===== config.mk =====
export PLATFORM = sky130hd
export DESIGN_NAME = irq_prioritiser
export DESIGN_NICKNAME = d
export VERILOG_FILES = /design/src/irq_pkg.sv /design/src/lowest_set.sv /design/src/irq_prioritiser.sv
export SDC_FILE = /design/constraint.sdc
export NUM_CORES = 1
export LEC_CHECK = 0
export ABC_CLOCK_PERIOD_IN_PS = 5400
export BUFFER_PORTS_ARGS = -buffer_cell sky130_fd_sc_hd__buf_2
export CAP_MARGIN = 15
export CORE_MARGIN = 3
export CORE_UTILIZATION = 54
export DETAILED_ROUTE_END_ITERATION = 8
export PLACE_DENSITY = 0.87
export SLEW_MARGIN = 20
export SYNTH_ARGS = -nofsm -noshare
export SYNTH_HDL_FRONTEND = slang
export SYNTH_SLANG_ARGS = --single-unit

===== constraint.sdc =====
create_clock -name clk_i -period 5.4 [get_ports clk_i]
set_clock_uncertainty 0.2 [all_clocks]
set_input_delay 0.81 -clock clk_i [delete_from_list [all_inputs] [get_ports clk_i]]
set_output_delay 0.81 -clock clk_i [all_outputs]
set_load 0.005 [all_outputs]

===== src/irq_pkg.sv =====
// Shared constants of the interrupt source prioritiser
package irq_pkg;
  localparam int NUM_LINES = 6;
  localparam int NUM_INT = 36;
  localparam int NUM_VEC = 64;
  // Register byte offsets
  localparam logic [7:0] OFS_SYSCTL = 8'h00;
  localparam logic [7:0] OFS_SENSE = 8'h04;
  localparam logic [7:0] OFS_ENABLE = 8'h08;
  localparam logic [7:0] OFS_PENDING = 8'h0c;
  localparam logic [7:0] OFS_PRIO_A = 8'h10;
  localparam logic [7:0] OFS_PRIO_B = 8'h14;
  localparam logic [7:0] OFS_VECTOR = 8'h18;
  // Field positions in system_control_reg
  localparam int SYS_NMI_EDGE_BIT = 2;
  localparam int SYS_SCHEME_BIT = 3;
  // Reset values
  localparam logic [7:0] SYSCTL_RST = 8'h08;
  localparam logic [7:0] SENSE_RST = 8'h00;
  localparam logic [7:0] ENABLE_RST = 8'h00;
  localparam logic [7:0] PRIO_A_RST = 8'h00;
  localparam logic [7:0] PRIO_B_RST = 8'h00;
  // Vector numbers
  localparam logic [5:0] VEC_NMI = 6'h07;
  localparam logic [5:0] VEC_LINE_BASE = 6'h0c;
  // Vector number of each internal source, in input bit order
  localparam logic [5:0] INT_VEC [NUM_INT] = '{
    6'h14, 6'h15, 6'h17, 6'h18, 6'h19, 6'h1a, 6'h1c, 6'h1d, 6'h1e,
    6'h20, 6'h21, 6'h22, 6'h24, 6'h25, 6'h26, 6'h27, 6'h28, 6'h29,
    6'h2a, 6'h2b, 6'h2c, 6'h2d, 6'h2e, 6'h2f, 6'h34, 6'h35, 6'h36,
    6'h37, 6'h38, 6'h39, 6'h3a, 6'h3b, 6'h3c, 6'h3d, 6'h3e, 6'h3f};
  // Priority bit of each internal source in {priority_reg_b, priority_reg_a}
  localparam logic [3:0] INT_GRP [NUM_INT] = '{
    4'h3, 4'h3, 4'h3, 4'h2, 4'h2, 4'h2, 4'h1, 4'h1, 4'h1,
    4'h0, 4'h0, 4'h0, 4'hf, 4'hf, 4'hf, 4'hf, 4'he, 4'he,
    4'he, 4'he, 4'hd, 4'hd, 4'hd, 4'hd, 4'hb, 4'hb, 4'hb,
    4'hb, 4'ha, 4'ha, 4'ha, 4'ha, 4'h9, 4'h9, 4'h9, 4'h9};
  // Priority bit of each external line in priority_reg_a
  localparam logic [2:0] LINE_GRP [NUM_LINES] = '{3'h7, 3'h6, 3'h5, 3'h5, 3'h4, 3'h4};
endpackage : irq_pkg


===== src/lowest_set.sv =====
// Finds the lowest set bit of a request vector
`timescale 1ns/100ps
`default_nettype none
module lowest_set #(
  parameter int W = 64
) (
  input wire logic [W-1:0] vec_i,
  output logic found_o,
  output logic [$clog2(W)-1:0] index_o
);
  logic [W:0] below;
  logic [W-1:0] first;

  assign below[0] = 1'b0;
  genvar g;
  generate
    for (g = 0; g < W; g++)
    begin : g_bit
      assign first[g] = vec_i[g] & ~below[g];
      assign below[g+1] = below[g] | vec_i[g];
    end
  endgenerate

  always_comb
  begin
    index_o = '0;
    for (int i = 0; i < W; i++)
    begin
      if (first[i])
      begin
        index_o = index_o | ($clog2(W))'(i);
      end
    end
  end

  assign found_o = below[W];
endmodule : lowest_set
`default_nettype wire


===== src/irq_prioritiser.sv =====
// Interrupt source prioritiser with Wishbone register access
// Operation
// Seven external and 36 internal sources accepted
// Only NMI, lines 0-2 wake standby
// NMI highest, ignores both CPU masks
// NMI edge polarity chosen by control bit
// NMI reports vector number 7
// Each line senses low level or falling edge
// Per-line enables, priority bits A7..A4
// Pending flags shown; software clears writing 0
// Lines 0-5 use vectors 12-17
// Lines sensed whatever the pin direction
// Software clears direction bit, avoids pin sharing
// Internal source gated by flag and enable
// Internal groups on A3..A0, B7..B5 bits; the code also uses B3..B1
// DMA-routed source never requests, ignores masks
// Smaller vector number wins by default
// Non-NMI priority raisable; default after reset
// Priority bits reset low, default order
// Same level ties resolved by vector order
// Edge mode sets on fall, level while low
// I=1, UI=0 three-level: NMI and level 1
// Sense bit 1 edge, 0 level
// Vector address is number times four
// Ascending order within group, strobe to CPU
//
// Design decisions made here: the register offsets and the Wishbone interface to the registers.
`timescale 1ns/100ps
`default_nettype none
module irq_prioritiser
  import irq_pkg::*;
(
  input wire logic clk_i,
  input wire logic rst_i,
  input wire logic [7:0] wb_adr_i,
  input wire logic [31:0] wb_dat_i,
  input wire logic [3:0] wb_sel_i,
  input wire logic wb_we_i,
  input wire logic wb_cyc_i,
  input wire logic wb_stb_i,
  output logic [31:0] wb_dat_o,
  output logic wb_ack_o,
  input wire logic nmi_pin_i,
  input wire logic [NUM_LINES-1:0] line_pin_n_i,
  input wire logic [NUM_INT-1:0] periph_flag_i,
  input wire logic [NUM_INT-1:0] periph_en_i,
  input wire logic [NUM_INT-1:0] periph_dma_i,
  input wire logic cpu_imask_i,
  input wire logic cpu_umask_i,
  input wire logic cpu_ack_i,
  output logic cpu_irq_o,
  output logic [5:0] vec_num_o,
  output logic [15:0] vec_addr_o,
  output logic wake_o
);
  typedef struct packed {
    logic nmi_s1;
    logic nmi_s2;
    logic nmi_prev;
    logic [NUM_LINES-1:0] ln_s1;
    logic [NUM_LINES-1:0] ln_s2;
    logic [NUM_LINES-1:0] ln_prev;
    logic nmi_pend;
    logic [NUM_LINES-1:0] flags;
    logic [NUM_LINES-1:0] armed;
    logic [7:0] sysctl;
    logic [7:0] sense;
    logic [7:0] enable;
    logic [7:0] pra;
    logic [7:0] prb;
    logic ack;
    logic [7:0] rdata;
    logic irq;
    logic [5:0] vec;
    logic wake;
  } state_t;

  state_t st_r;
  state_t st_nxt;

  logic [NUM_VEC-1:0] req_all;
  logic [NUM_VEC-1:0] req_hi;
  logic [NUM_VEC-1:0] ok_all;
  logic [NUM_VEC-1:0] ok_hi;
  logic [15:0] prio_bits;
  logic [NUM_LINES-1:0] line_req;
  logic accept_lo;
  logic accept_hi;
  logic hi_found;
  logic all_found;
  logic [5:0] hi_index;
  logic [5:0] all_index;

  // Requests into the 64-entry vector space
  always_comb
  begin
    prio_bits = {st_r.prb, st_r.pra};
    req_all = '0;
    req_hi = '0;
    line_req = st_r.flags & st_r.enable[NUM_LINES-1:0];
    for (int i = 0; i < NUM_LINES; i++)
    begin
      req_all[VEC_LINE_BASE + 6'(i)] = line_req[i];
      req_hi[VEC_LINE_BASE + 6'(i)] = line_req[i] & st_r.pra[LINE_GRP[i]];
    end
    for (int i = 0; i < NUM_INT; i++)
    begin
      // Peripheral gating; DMA-routed sources never reach the controller
      req_all[INT_VEC[i]] = periph_flag_i[i] & periph_en_i[i] & ~periph_dma_i[i];
      req_hi[INT_VEC[i]] = req_all[INT_VEC[i]] & prio_bits[INT_GRP[i]];
    end
  end

  // CPU mask decode for the two schemes
  always_comb
  begin
    accept_lo = ~cpu_imask_i;
    accept_hi = ~cpu_imask_i | (~st_r.sysctl[SYS_SCHEME_BIT] & ~cpu_umask_i);
    ok_all = accept_lo ? (req_all | req_hi) : req_hi;
    ok_hi = accept_hi ? req_hi : '0;
    if (!accept_hi)
    begin
      ok_all = '0;
    end
  end

  // Level 1 first, then default order; lowest vector wins in each
  lowest_set #(.W(NUM_VEC)) u_pick_hi (
    .vec_i(ok_hi),
    .found_o(hi_found),
    .index_o(hi_index)
  );

  lowest_set #(.W(NUM_VEC)) u_pick_all (
    .vec_i(ok_all),
    .found_o(all_found),
    .index_o(all_index)
  );

  always_comb
  begin
    logic nmi_edge;
    logic wr;
    logic rd;
    logic [NUM_LINES-1:0] set_f;
    logic [NUM_LINES-1:0] clr_f;
    nmi_edge = 1'b0;
    wr = 1'b0;
    rd = 1'b0;
    set_f = '0;
    clr_f = '0;
    st_nxt = st_r;
    // Pin synchronisers; pins read regardless of port direction
    st_nxt.nmi_s1 = nmi_pin_i;
    st_nxt.nmi_s2 = st_r.nmi_s1;
    st_nxt.nmi_prev = st_r.nmi_s2;
    st_nxt.ln_s1 = line_pin_n_i;
    st_nxt.ln_s2 = st_r.ln_s1;
    st_nxt.ln_prev = st_r.ln_s2;
    // NMI edge of selected polarity
    if (st_r.sysctl[SYS_NMI_EDGE_BIT])
    begin
      nmi_edge = st_r.nmi_s2 & ~st_r.nmi_prev;
    end
    else
    begin
      nmi_edge = ~st_r.nmi_s2 & st_r.nmi_prev;
    end
    // Wishbone slave: ack one cycle after request, write at ack edge
    st_nxt.ack = wb_cyc_i & wb_stb_i & ~st_r.ack;
    rd = st_nxt.ack & ~wb_we_i;
    wr = wb_cyc_i & wb_stb_i & st_r.ack & wb_we_i & wb_sel_i[0];
    st_nxt.rdata = '0;
    if (rd)
    begin
      case (wb_adr_i)
        OFS_SYSCTL: st_nxt.rdata = st_r.sysctl;
        OFS_SENSE: st_nxt.rdata = st_r.sense;
        OFS_ENABLE: st_nxt.rdata = st_r.enable;
        OFS_PENDING:
        begin
          st_nxt.rdata = {2'b00, st_r.flags};
          st_nxt.armed = st_r.armed | st_r.flags;
        end
        OFS_PRIO_A: st_nxt.rdata = st_r.pra;
        OFS_PRIO_B: st_nxt.rdata = st_r.prb;
        OFS_VECTOR: st_nxt.rdata = {st_r.irq, 1'b0, st_r.vec};
        default: st_nxt.rdata = '0;
      endcase
    end
    if (wr)
    begin
      case (wb_adr_i)
        OFS_SYSCTL: st_nxt.sysctl = wb_dat_i[7:0];
        OFS_SENSE: st_nxt.sense = wb_dat_i[7:0];
        OFS_ENABLE: st_nxt.enable = wb_dat_i[7:0];
        OFS_PENDING:
        begin
          clr_f = st_r.armed & ~wb_dat_i[NUM_LINES-1:0];
          st_nxt.armed = st_r.armed & wb_dat_i[NUM_LINES-1:0];
        end
        OFS_PRIO_A: st_nxt.pra = wb_dat_i[7:0];
        OFS_PRIO_B: st_nxt.prb = wb_dat_i[7:0];
        default: st_nxt.pra = st_r.pra;
      endcase
    end
    // Line flags: set on low level or falling edge, cleared by acceptance
    for (int i = 0; i < NUM_LINES; i++)
    begin
      if (st_r.sense[i])
      begin
        set_f[i] = st_r.ln_prev[i] & ~st_r.ln_s2[i];
      end
      else
      begin
        set_f[i] = ~st_r.ln_s2[i];
      end
      if (cpu_ack_i && st_r.irq && st_r.vec == VEC_LINE_BASE + 6'(i)
          && (st_r.sense[i] || st_r.ln_s2[i]))
      begin
        clr_f[i] = 1'b1;
      end
    end
    // Set wins over clear
    st_nxt.flags = (st_r.flags & ~clr_f) | set_f;
    // Software clear needs a fresh read first
    st_nxt.armed = st_nxt.armed & st_r.flags & ~clr_f;
    st_nxt.nmi_pend = (st_r.nmi_pend & ~(cpu_ack_i & st_r.irq & (st_r.vec == VEC_NMI)))
                      | nmi_edge;
    // Selection; the request drops for one cycle after each acceptance
    st_nxt.irq = 1'b0;
    if (st_r.nmi_pend)
    begin
      st_nxt.vec = VEC_NMI;
      st_nxt.irq = ~cpu_ack_i;
    end
    else if (hi_found)
    begin
      st_nxt.vec = hi_index;
      st_nxt.irq = ~cpu_ack_i;
    end
    else if (all_found)
    begin
      st_nxt.vec = all_index;
      st_nxt.irq = ~cpu_ack_i;
    end
    st_nxt.wake = st_r.nmi_pend | (|line_req[2:0]);
  end

  always_ff @(posedge clk_i)
  begin
    if (rst_i)
    begin
      st_r <= '0;
      st_r.nmi_s1 <= 1'b1;
      st_r.nmi_s2 <= 1'b1;
      st_r.nmi_prev <= 1'b1;
      st_r.ln_s1 <= '1;
      st_r.ln_s2 <= '1;
      st_r.ln_prev <= '1;
      st_r.sysctl <= SYSCTL_RST;
      st_r.sense <= SENSE_RST;
      st_r.enable <= ENABLE_RST;
      st_r.pra <= PRIO_A_RST;
      st_r.prb <= PRIO_B_RST;
    end
    else
    begin
      st_r <= st_nxt;
    end
  end

  assign wb_ack_o = st_r.ack;
  assign wb_dat_o = {24'h00_0000, st_r.rdata};
  assign cpu_irq_o = st_r.irq;
  assign vec_num_o = st_r.vec;
  assign vec_addr_o = {8'h00, st_r.vec, 2'b00};
  assign wake_o = st_r.wake;
endmodule : irq_prioritiser
`default_nettype wire


==> impl_metrics.ini, run 1 <==
[setup_path]
path_cells = buf_2 -> o21a_1 -> a311oi_1 -> a31oi_1 -> nand3_4 -> or4_4 -> nor3b_4 -> nand2_1 -> a211oi_1
worstRegToRegCells = 8
cp-end-kind = register
cp_num_buf_inv = 1
cp.depth = 9
arrival_ns = 3.44
cp_top_family = compound AO/OA/AOI/OAI gates
cp-start-kind = primary input
setup.worst_path.class = primary input to register
cpPeakStageDelay_ns = 0.61
crit_required_ns = 5.48
critPathSlowestCell = or4_4
r2r_slack_ns = 2.11
worstPathMaxFanout = 24

[power_and_ir_drop]
p_clk_share_pct = 29.7
sequentialPowerShare_pct = 53.7
p_sw_share_pct = 28.1
p_leak_nw = 2.56
p_total_mw = 1.33
comb_power_share_pct = 16.6
p_switching_mw = 0.374
peakVddDrop_mv = 0.137
cellPowerDensity_nw_per_um2 = 200
internal_power_mw = 0.956

[cells_and_area]
multi_input_area_sq_um = 3560
n_antenna_cell = 0
fin_area_sq_um = 6660
design.final.nets = 1053
drive_gt1_share_pct = 26.9
fill_cells = 967
seq_area_sq_um = 1820
areaGrowthSynthToFinish_pct = 13.4

[yosys]
async_reset_ff_share_pct = 0
yosys_warnings = 0
synthesis.area_sq_um = 5870
avgSynthCellArea_sq_um = 7.78
synthDistinctLibCells = 77
syn_inst = 755
ys_seq_area_share_pct = 31.0
synthTopCellsByCount = nand2_1, dfxtp_1, a21oi_1
synth-edff-count = 0
synth.area.top_cells = dfxtp_1, buf_4, nand2_1
ys_ff_latch = 91
netlist.area_leader.share_pct = 31.0
synth.most_common_cell = nand2_1
yosysTopAreaCell = dfxtp_1
synth_flop_cell = dfxtp_1

[placement]
post_dp_cell_area_sq_um = 6490
portBuffers = 162
gp_congestion = 0.934
hpwl_um = 13400

[route]
drtIter0Drc = 766
postRouteAntennaNets = 0
wirelength_um = 17800
vias = 6340
wl_per_cell_um = 17.3
first_pass_iters = 9
viasPerCell = 6.17
drc_errors = 0

[sta]
max_freq_ghz = 0.298
hold_slack_ns = 0.212
drv_slew = 0
slew_headroom_pct = 20.0
setup_violations = 0
worst_pin_slew_ns = 1.20
post-route-period-util_pct = 62.2
rsz0062_at_grt = false
period_minus_slack_ns = 3.36
setup_tns_ns = 0
finalHoldViolations = 0

[die]
die_area_sq_um = 12200
die_x_um = 110
fp.dieH_um = 110
ios = 224
row_count = 37
initial_core_util_pct = 56.1
core_sq_um = 10500

[clock_tree]
hold_buffers = 0
ctsRootBufferMaster = clkbuf_8
cts.htree.levels = 3
cts_buffer_depth = 2
numClockSinks = 91
clk_pin_slew_ns = 0.08
post_cts.repair.setup_buffers = 0
cts_made_buffers = 9
clock_latency_ns = 0.36
cts_tree = built
cts_resized = 0

[status]
status = completed

[global_routing]
grt_max_degree = 56
first_global_vias = 5547
track_usage_pct = 28.3
grt_pass1_wl_um = 27200
antenna_found_initial = 0
overflow = 0

[run]
drv_cap = 0

[worst_hold_path]
hold_path_class = register to register
whs_path_depth = 1
-- sequential cells by signal (all words and copies together), names as in the netlist --
signal and count:
cpu_irq_o 1, wake_o 1, vec_num_o 6, prio_bits 16, st_r 44, st_nxt 14
wb_dat_o 8, wb_ack_o 1
-- cells in the final DEF, fill, tap and decap left out, drive strengths merged, types with 19 or more instances in the layout --
cell type	netlist	routed
or2	27	27
a21oi	65	65
nor2	39	39
dfxtp	91	91
nand2	93	93
nand3b	31	31
nand3	45	45
inv	21	21
o21ai	35	35
conb	1	34
a22oi	19	19
buf	63	169
-- through the flow --
step	instances	setup slack, ns	util (%)
global route	1027	1.84	63.6
CTS	1027	2.08	63.6
finish	1027	2.04	63.6
floorplan	788	2.28	-
global placement	1011	1.73	62.0
detailed placement	1011	1.72	62.0
-- power groups by stage --
stage	sequential (mW)	combinational (mW)	clock [mW]
after global placement	0.727	0.214	0
after floorplan	0.717	0.159	0
after global routing	0.715	0.246	0.420
after CTS	0.712	0.217	0.396
final	0.714	0.221	0.394
after detailed placement	0.728	0.216	0
-- worst paths after layout --
kind | from | endpoint
min reg2reg | st_nxt[80]$_SDFF_PP1_ | st_nxt[74]$_SDFF_PP1_
max reg2reg | st_r[52]$_SDFFE_PP1P_ | vec_num_o[5]$_SDFFE_PP0P_
max | cpu_imask_i | vec_num_o[5]$_SDFFE_PP0P_
min | st_nxt[80]$_SDFF_PP1_ | st_nxt[74]$_SDFF_PP1_
-- area by class of cell --
class                           count  share of cell area [%]
Multi-Input combinational cell    594                    53.5
Clock inverter                      4                   0.414
Timing Repair Buffer              169                    13.0
Sequential cell                    91                    27.4
Clock buffer                       12                    2.03
Inverter                           21                    1.18
Tap cell                          136                    2.56
-- cells by family after synthesis --
logic type,after synthesis,share of synthesized area [%]
and+or+nand+nor,336,31.9
AOI/OAI and AO/OA,224,26.0
buffers and inverters,103,11.0
DFF,91,31.0
other,1,0.0639
-- per-layer routing --
metal | GRT usage [%] | up-vias | wire, um | share of wire, %
met5 | 4.02 | - | 55 | 0.31
li1 | - | 2986 | - | -
met4 | 7.83 | 2 | 395 | 2.2
met1 | 38.3 | 2885 | 6990 | 39
met3 | 5.77 | 48 | 2190 | 12
met2 | 45.6 | 419 | 8150 | 46
(Power assumes the default switching activity.)
==> inputs of run 2 (changes only) <==
ABC_AREA = 1   (was not set)
ABC_CLOCK_PERIOD_IN_PS = 2800   (was 5400)
CORE_UTILIZATION = 46   (was 54)
PLACE_DENSITY = 0.77   (was 0.87)
clock period = 2.8 ns   (was 5.4 ns; I/O delays follow)
==> run 2 against run 1 <==
The run now ends with negative setup slack left. Flip-flop and latch count stayed put. Non-clock buffer count increased by 158. Utilization rose by 1.9 points. Routed wire length up 17%. Worst hold slack got worse by 0.16 ns. Critical path type is now register to register. Largest cell class unchanged.
==> impl_metrics.ini, run 2 <==
[setup_path]
r2r_slack_ns = -0.44
setup.worst_path.class = register to register
worstPathMaxFanout = 4
cpPeakStageDelay_ns = 0.36
cp-start-kind = register
worstRegToRegCells = 24
cp-end-kind = register
timing.rr.end = vec_num_o[1]$_SDFFE_PP0P_
r2r_start = prio_bits[4]$_SDFFE_PP0P_
arrival_ns = 3.26
path_cells = inv_4 -> buf_4 -> buf_4 -> a21oi_1 -> nand2_2 -> nand2_2 -> nor2_4 -> nand3_4 -> nor2_4 -> nand4_4 -> nor2_4 -> nand2_1 -> inv_1 -> o21ai_0 -> nor2_1 -> a2111oi_1 -> buf_4 -> o2111ai_1 -> nor2_1 -> nand2_1 -> nand3_1 -> nand2_1 -> nor2_1 -> nor2_1
crit_required_ns = 2.81
path_common_cell = nor2_1
critPathSlowestCell = dfxtp_2

[route]
vias = 7555
drc_errors = 0
wl_per_cell_um = 14.2
drtIter0Drc = 690
wirelength_um = 20800
first_pass_iters = 5
viasPerCell = 5.17
postRouteAntennaNets = 0

[yosys]
synth_xor_area_share_pct = 0
ys_ff_latch = 91
yosys.area_share.simple_pct = 37.4
synthDistinctLibCells = 47
ys_seq_area_share_pct = 28.5
yosys_warnings = 0
synth.area.top_cells = dfxtp_1, nand2_1, nor2_1
synthAdderAreaFrac_pct = 0
netlist.area_leader.share_pct = 28.5
synth.most_common_cell = nand2_1
synth_top_family_by_area = simple AND/OR/NAND/NOR gates
synthTopCellsByCount = nand2_1, nor2_1, inv_1
synthesis.area_sq_um = 6390
avgSynthCellArea_sq_um = 6.52
synthMuxAreaShare_pct = 0
async_reset_ff_share_pct = 0
synth_flop_cell = dfxtp_1
syn_inst = 980
yosysTopAreaCell = dfxtp_1
synth_compound_area_share_pct = 17.1
synth-edff-count = 0

[sta]
finalHoldViolations = 0
fin_ws_ns = -0.444
period_minus_slack_ns = 3.24
setup_violations = 7
max_freq_ghz = 0.308
slew_headroom_pct = 60.9
rsz0062_at_grt = true
drv_slew = 0
post-route-period-util_pct = 116
hold_slack_ns = 0.0522
worst_pin_slew_ns = 0.580

[die]
die_x_um = 124
ios = 224
initial_core_util_pct = 47.7
row_count = 42
die_area_sq_um = 15300
core_sq_um = 13400
fp.dieH_um = 124

[cells_and_area]
regMostFlops = st_r
fin_area_sq_um = 8780
design.final.nets = 1448
areaGrowthSynthToFinish_pct = 37.4
mostFrequentLayoutCells = nand2_1, buf_4, buf_2, nor2_1, inv_1
layout_commonest_cell = nand2_1
largest_reg_flops = 44
drive_gt1_share_pct = 33.6
n_antenna_cell = 0

[global_routing]
overflow = 0
grt_pass1_wl_um = 31600
antenna_found_initial = 0
first_global_vias = 6749
track_usage_pct = 26.0
grt_max_degree = 48

[clock_tree]
ctsRootBufferMaster = clkbuf_16
hold_buffers = 0
cts_made_buffers = 9
cts_buffer_depth = 2
cts.htree.levels = 3
clock_latency_ns = 0.35
cts_tree = built
numClockSinks = 91
clk_pin_slew_ns = 0.06

[placement]
hpwl_um = 16400
gp_congestion = 0.967
portBuffers = 162
post_dp_cell_area_sq_um = 8180
dp_slack_ns = -0.646

[status]
violations = negative setup slack
status = finished, violations left

[power_and_ir_drop]
p_leak_nw = 4.24
peakVddDrop_mv = 0.395
cellPowerDensity_nw_per_um2 = 372
p_total_mw = 3.27

[worst_hold_path]
hold_path_class = primary input to register
holdCritStartpoint = line_pin_n_i[5]
min_to = st_nxt[81]$_SDFF_PP1_
whs_path_depth = 2

[run]
drv_cap = 0
## run 2: cell types whose count changed in the layout (fill, tap and decap cells not counted), moves of 15 or more
| cell | delta |
|---|---|
| inv_1 | +129 |
| buf_4 | +157 |
| a21oi_1 | -22 |
| a22oi_1 | -19 |
| nand3b_1 | -26 |
| nand2_1 | +72 |
| nor2_1 | +122 |
| nor2_4 | +15 |
## run 2: metal layers
metal	share of wire (%)	global-route usage (%)	vias up
li1	-	-	3742
met5	0	0	-
met3	7.8	2.32	70
met1	40	31.7	3363
met2	48	45.5	380
met4	4.5	13.5	0
## run 2: worst max-delay path by stage
| stage | startpoint | to | slack (ns) |
|---|---|---|---|
| floorplan | cpu_imask_i | vec_num_o[2]$_SDFFE_PP0P_ | -0.33 |
| global placement | cpu_umask_i | vec_num_o[1]$_SDFFE_PP0P_ | -0.51 |
| detailed placement | cpu_umask_i | vec_num_o[1]$_SDFFE_PP0P_ | -0.65 |
| CTS | st_r[52]$_SDFFE_PP1P_ | vec_num_o[2]$_SDFFE_PP0P_ | -0.46 |
| global route | st_r[52]$_SDFFE_PP1P_ | vec_num_o[2]$_SDFFE_PP0P_ | -0.69 |
| finish | prio_bits[4]$_SDFFE_PP0P_ | vec_num_o[1]$_SDFFE_PP0P_ | -0.44 |
## run 2: stage by stage
step,setup TNS (ns),cells,utilization (%)
after global routing,-4.55,1460,65.5
after CTS,-2.95,1452,64.6
after floorplan,-1.69,1013,-
after detailed placement,-4.16,1424,61.0
final,-2.87,1460,65.5
after global placement,-3.42,1424,61.0
## run 2: area by class of cell
cell class / instances / area [sq um]
clock buffers: 12 / 256
clock inverters: 2 / 60.1
fillers: 1210 / 4620
inverters: 158 / 598
multi-input cells: 694 / 3770
flip-flops and latches: 91 / 1830
well taps: 176 / 220
repair buffers: 327 / 2050
## run 2: worst max-delay path, delay by kind of cell (launching register included)
| kind | cells | cell delay (ns) |
|---|---|---|
| and+or+nand+nor | 15 | 1.18 |
| AOI/OAI and AO/OA | 4 | 0.84 |
| buffers and inverters | 5 | 0.54 |
| DFF | 1 | 0.36 |
## run 2: kinds of logic after synthesis
kind of cell / count (synthesis)
buffers and inverters: 229
AND/OR/NAND/NOR: 491
AO/OA/AOI/OAI: 168
other: 1
flip-flops: 91
## run 2: report_power, final
group	internal (mW)	leakage [nW]	switching [mW]
registers	1.33	0.741	0.0400
clock network	0.820	0.155	0.464
logic	0.284	3.35	0.331
## run 2: timing repair
| item | in CTS | in global routing |
|---|---|---|
| cloned | 0 | 1 |
| gates resized for setup | 14 | 17 |
| endpoints found under the setup margin | 7 | 7 |
| pin swaps | 9 | 6 |
| buffers inserted | 14 | 7 |
==> inputs of run 3 (changes only) <==
PLACE_DENSITY = 0.73   (was 0.77)
SETUP_SLACK_MARGIN = 0.02   (was not set)
==> run 3 against run 2 <==
The flow still finishes with violations (negative setup slack). Power is 3.9% higher. Sequential share of layout area is 0.52 points lower. Routed wire length is 0.47% lower. First-iteration DRC count is 22% lower. Flip-flop and latch count stayed put. Register-to-register slack better by 0.02 ns. Final cell count is 0.34% higher. Worst hold slack better by 0.00074 ns. Clock-buffer cell count is 2 lower.
==> impl_metrics.ini, run 3 (synthesis gave the netlist of run 2 again) <==
[status]
status = finished, violations left
violations = negative setup slack

[sta]
period_minus_slack_ns = 3.22
setup_violations = 7
rsz0062_at_grt = true
post-route-period-util_pct = 115
finalHoldViolations = 0
slew_headroom_pct = 54.7
hold_slack_ns = 0.0529
fin_ws_ns = -0.425
max_freq_ghz = 0.310
drv_slew = 0
worst_pin_slew_ns = 0.663

[die]
ios = 224
fp.dieH_um = 124
die_x_um = 124
row_count = 42
die_area_sq_um = 15300
initial_core_util_pct = 47.7
core_sq_um = 13400

[clock_tree]
clock_latency_ns = 0.34
cts_tree = built
cts_made_buffers = 9
clk_pin_slew_ns = 0.06
hold_buffers = 0
numClockSinks = 91
cts_buffer_depth = 2
cts.htree.levels = 3
ctsRootBufferMaster = clkbuf_16

[setup_path]
cp-start-kind = register
worstPathMaxFanout = 4
cp_top_family = simple AND/OR/NAND/NOR gates
cp-end-kind = register
crit_required_ns = 2.82
setup.worst_path.class = register to register
cpPeakStageDelay_ns = 0.37
critPathSlowestCell = dfxtp_4
arrival_ns = 3.25
path_common_cell = nor2_4
cp_num_buf_inv = 1

[cells_and_area]
drive_gt1_share_pct = 35.2
n_antenna_cell = 0
utilization_pct = 67.3
design.final.nets = 1451
regMostFlops = st_r
fill_cells = 1164
areaGrowthSynthToFinish_pct = 41.0
largest_reg_flops = 44
mostFrequentLayoutCells = nand2_1, buf_2, buf_4, nor2_1, inv_1

[route]
drtIter0Drc = 536
wirelength_um = 20700
wl_per_cell_um = 14.1
postRouteAntennaNets = 0
vias = 7520
first_pass_iters = 5
viasPerCell = 5.13
drc_errors = 0

[run]
drv_cap = 0

[global_routing]
overflow = 0
track_usage_pct = 25.8
grt_pass1_wl_um = 31600
first_global_vias = 6729
grt_max_degree = 30
antenna_found_initial = 0

[power_and_ir_drop]
p_leak_nw = 4.34
cellPowerDensity_nw_per_um2 = 377
peakVddDrop_mv = 0.411

[worst_hold_path]
hold_path_class = primary input to register

[placement]
hpwl_um = 16300
portBuffers = 162
gp_congestion = 0.981
-- run 3: final timing paths --
| path | cells after the start | start | slack [ns] | end |
|---|---|---|---|---|
| hold / removal | 2 | line_pin_n_i[4] | 0.05 | st_nxt[80]$_SDFF_PP1_ |
| hold reg to reg | 1 | st_nxt[77]$_SDFF_PP1_ | 0.21 | st_nxt[71]$_SDFF_PP1_ |
| setup / recovery | 26 | st_r[52]$_SDFFE_PP1P_ | -0.42 | vec_num_o[2]$_SDFFE_PP0P_ |
| setup reg to reg | 26 | st_r[52]$_SDFFE_PP1P_ | -0.42 | vec_num_o[2]$_SDFFE_PP0P_ |
-- run 3: layer usage --
layer | up-vias | global-route usage, % | wire length (um)
met1 | 3392 | 31.0 | 8420
met3 | 61 | 3.59 | 1410
li1 | 3749 | - | -
met5 | - | 0 | 0
met4 | 0 | 12.7 | 882
met2 | 318 | 45.0 | 9960
-- run 3: timing repair --
action / in CTS / in global routing
gates cloned: 1 / 0
resized for setup: 17 / 51
pin swaps: 10 / 27
setup buffers: 11 / 10
endpoints found under the setup margin: 7 / 7
hold endpoints to repair: 0 / 0
-- run 3: final cells by class --
| cell class | instances | area, sq um | share of cell area (%) |
|---|---|---|---|
| clock buffer | 10 | 239 | 2.65 |
| clock inverter | 6 | 113 | 1.25 |
| inverter | 158 | 604 | 6.70 |
| multi-input combinational | 694 | 3910 | 43.3 |
| sequential | 91 | 1830 | 20.3 |
| tap | 176 | 220 | 2.44 |
| timing repair buffer | 330 | 2110 | 23.4 |
-- run 3: report_power, final --
group	internal (mW)	total (mW)	switching (mW)	leakage, nW
clock	0.897	1.40	0.498	0.173
combinational	0.292	0.633	0.341	3.42
sequential	1.33	1.37	0.0394	0.740
-- run 3: stage by stage --
| step | setup WS [ns] | cell area (sq um) | std cells | total power, mW | setup TNS, ns |
|---|---|---|---|---|---|
| final | -0.425 | 9010 | 1465 | 3.40 | -2.63 |
| after global routing | -0.631 | 9010 | 1465 | 3.54 | -3.91 |
| after floorplan | -0.329 | 6550 | 1013 | 1.75 | -1.69 |
| after CTS | -0.442 | 8720 | 1455 | 3.37 | -2.76 |
| after global placement | -0.519 | 8210 | 1427 | 1.96 | -3.54 |
| after detailed placement | -0.644 | 8210 | 1427 | 1.97 | -4.14 |
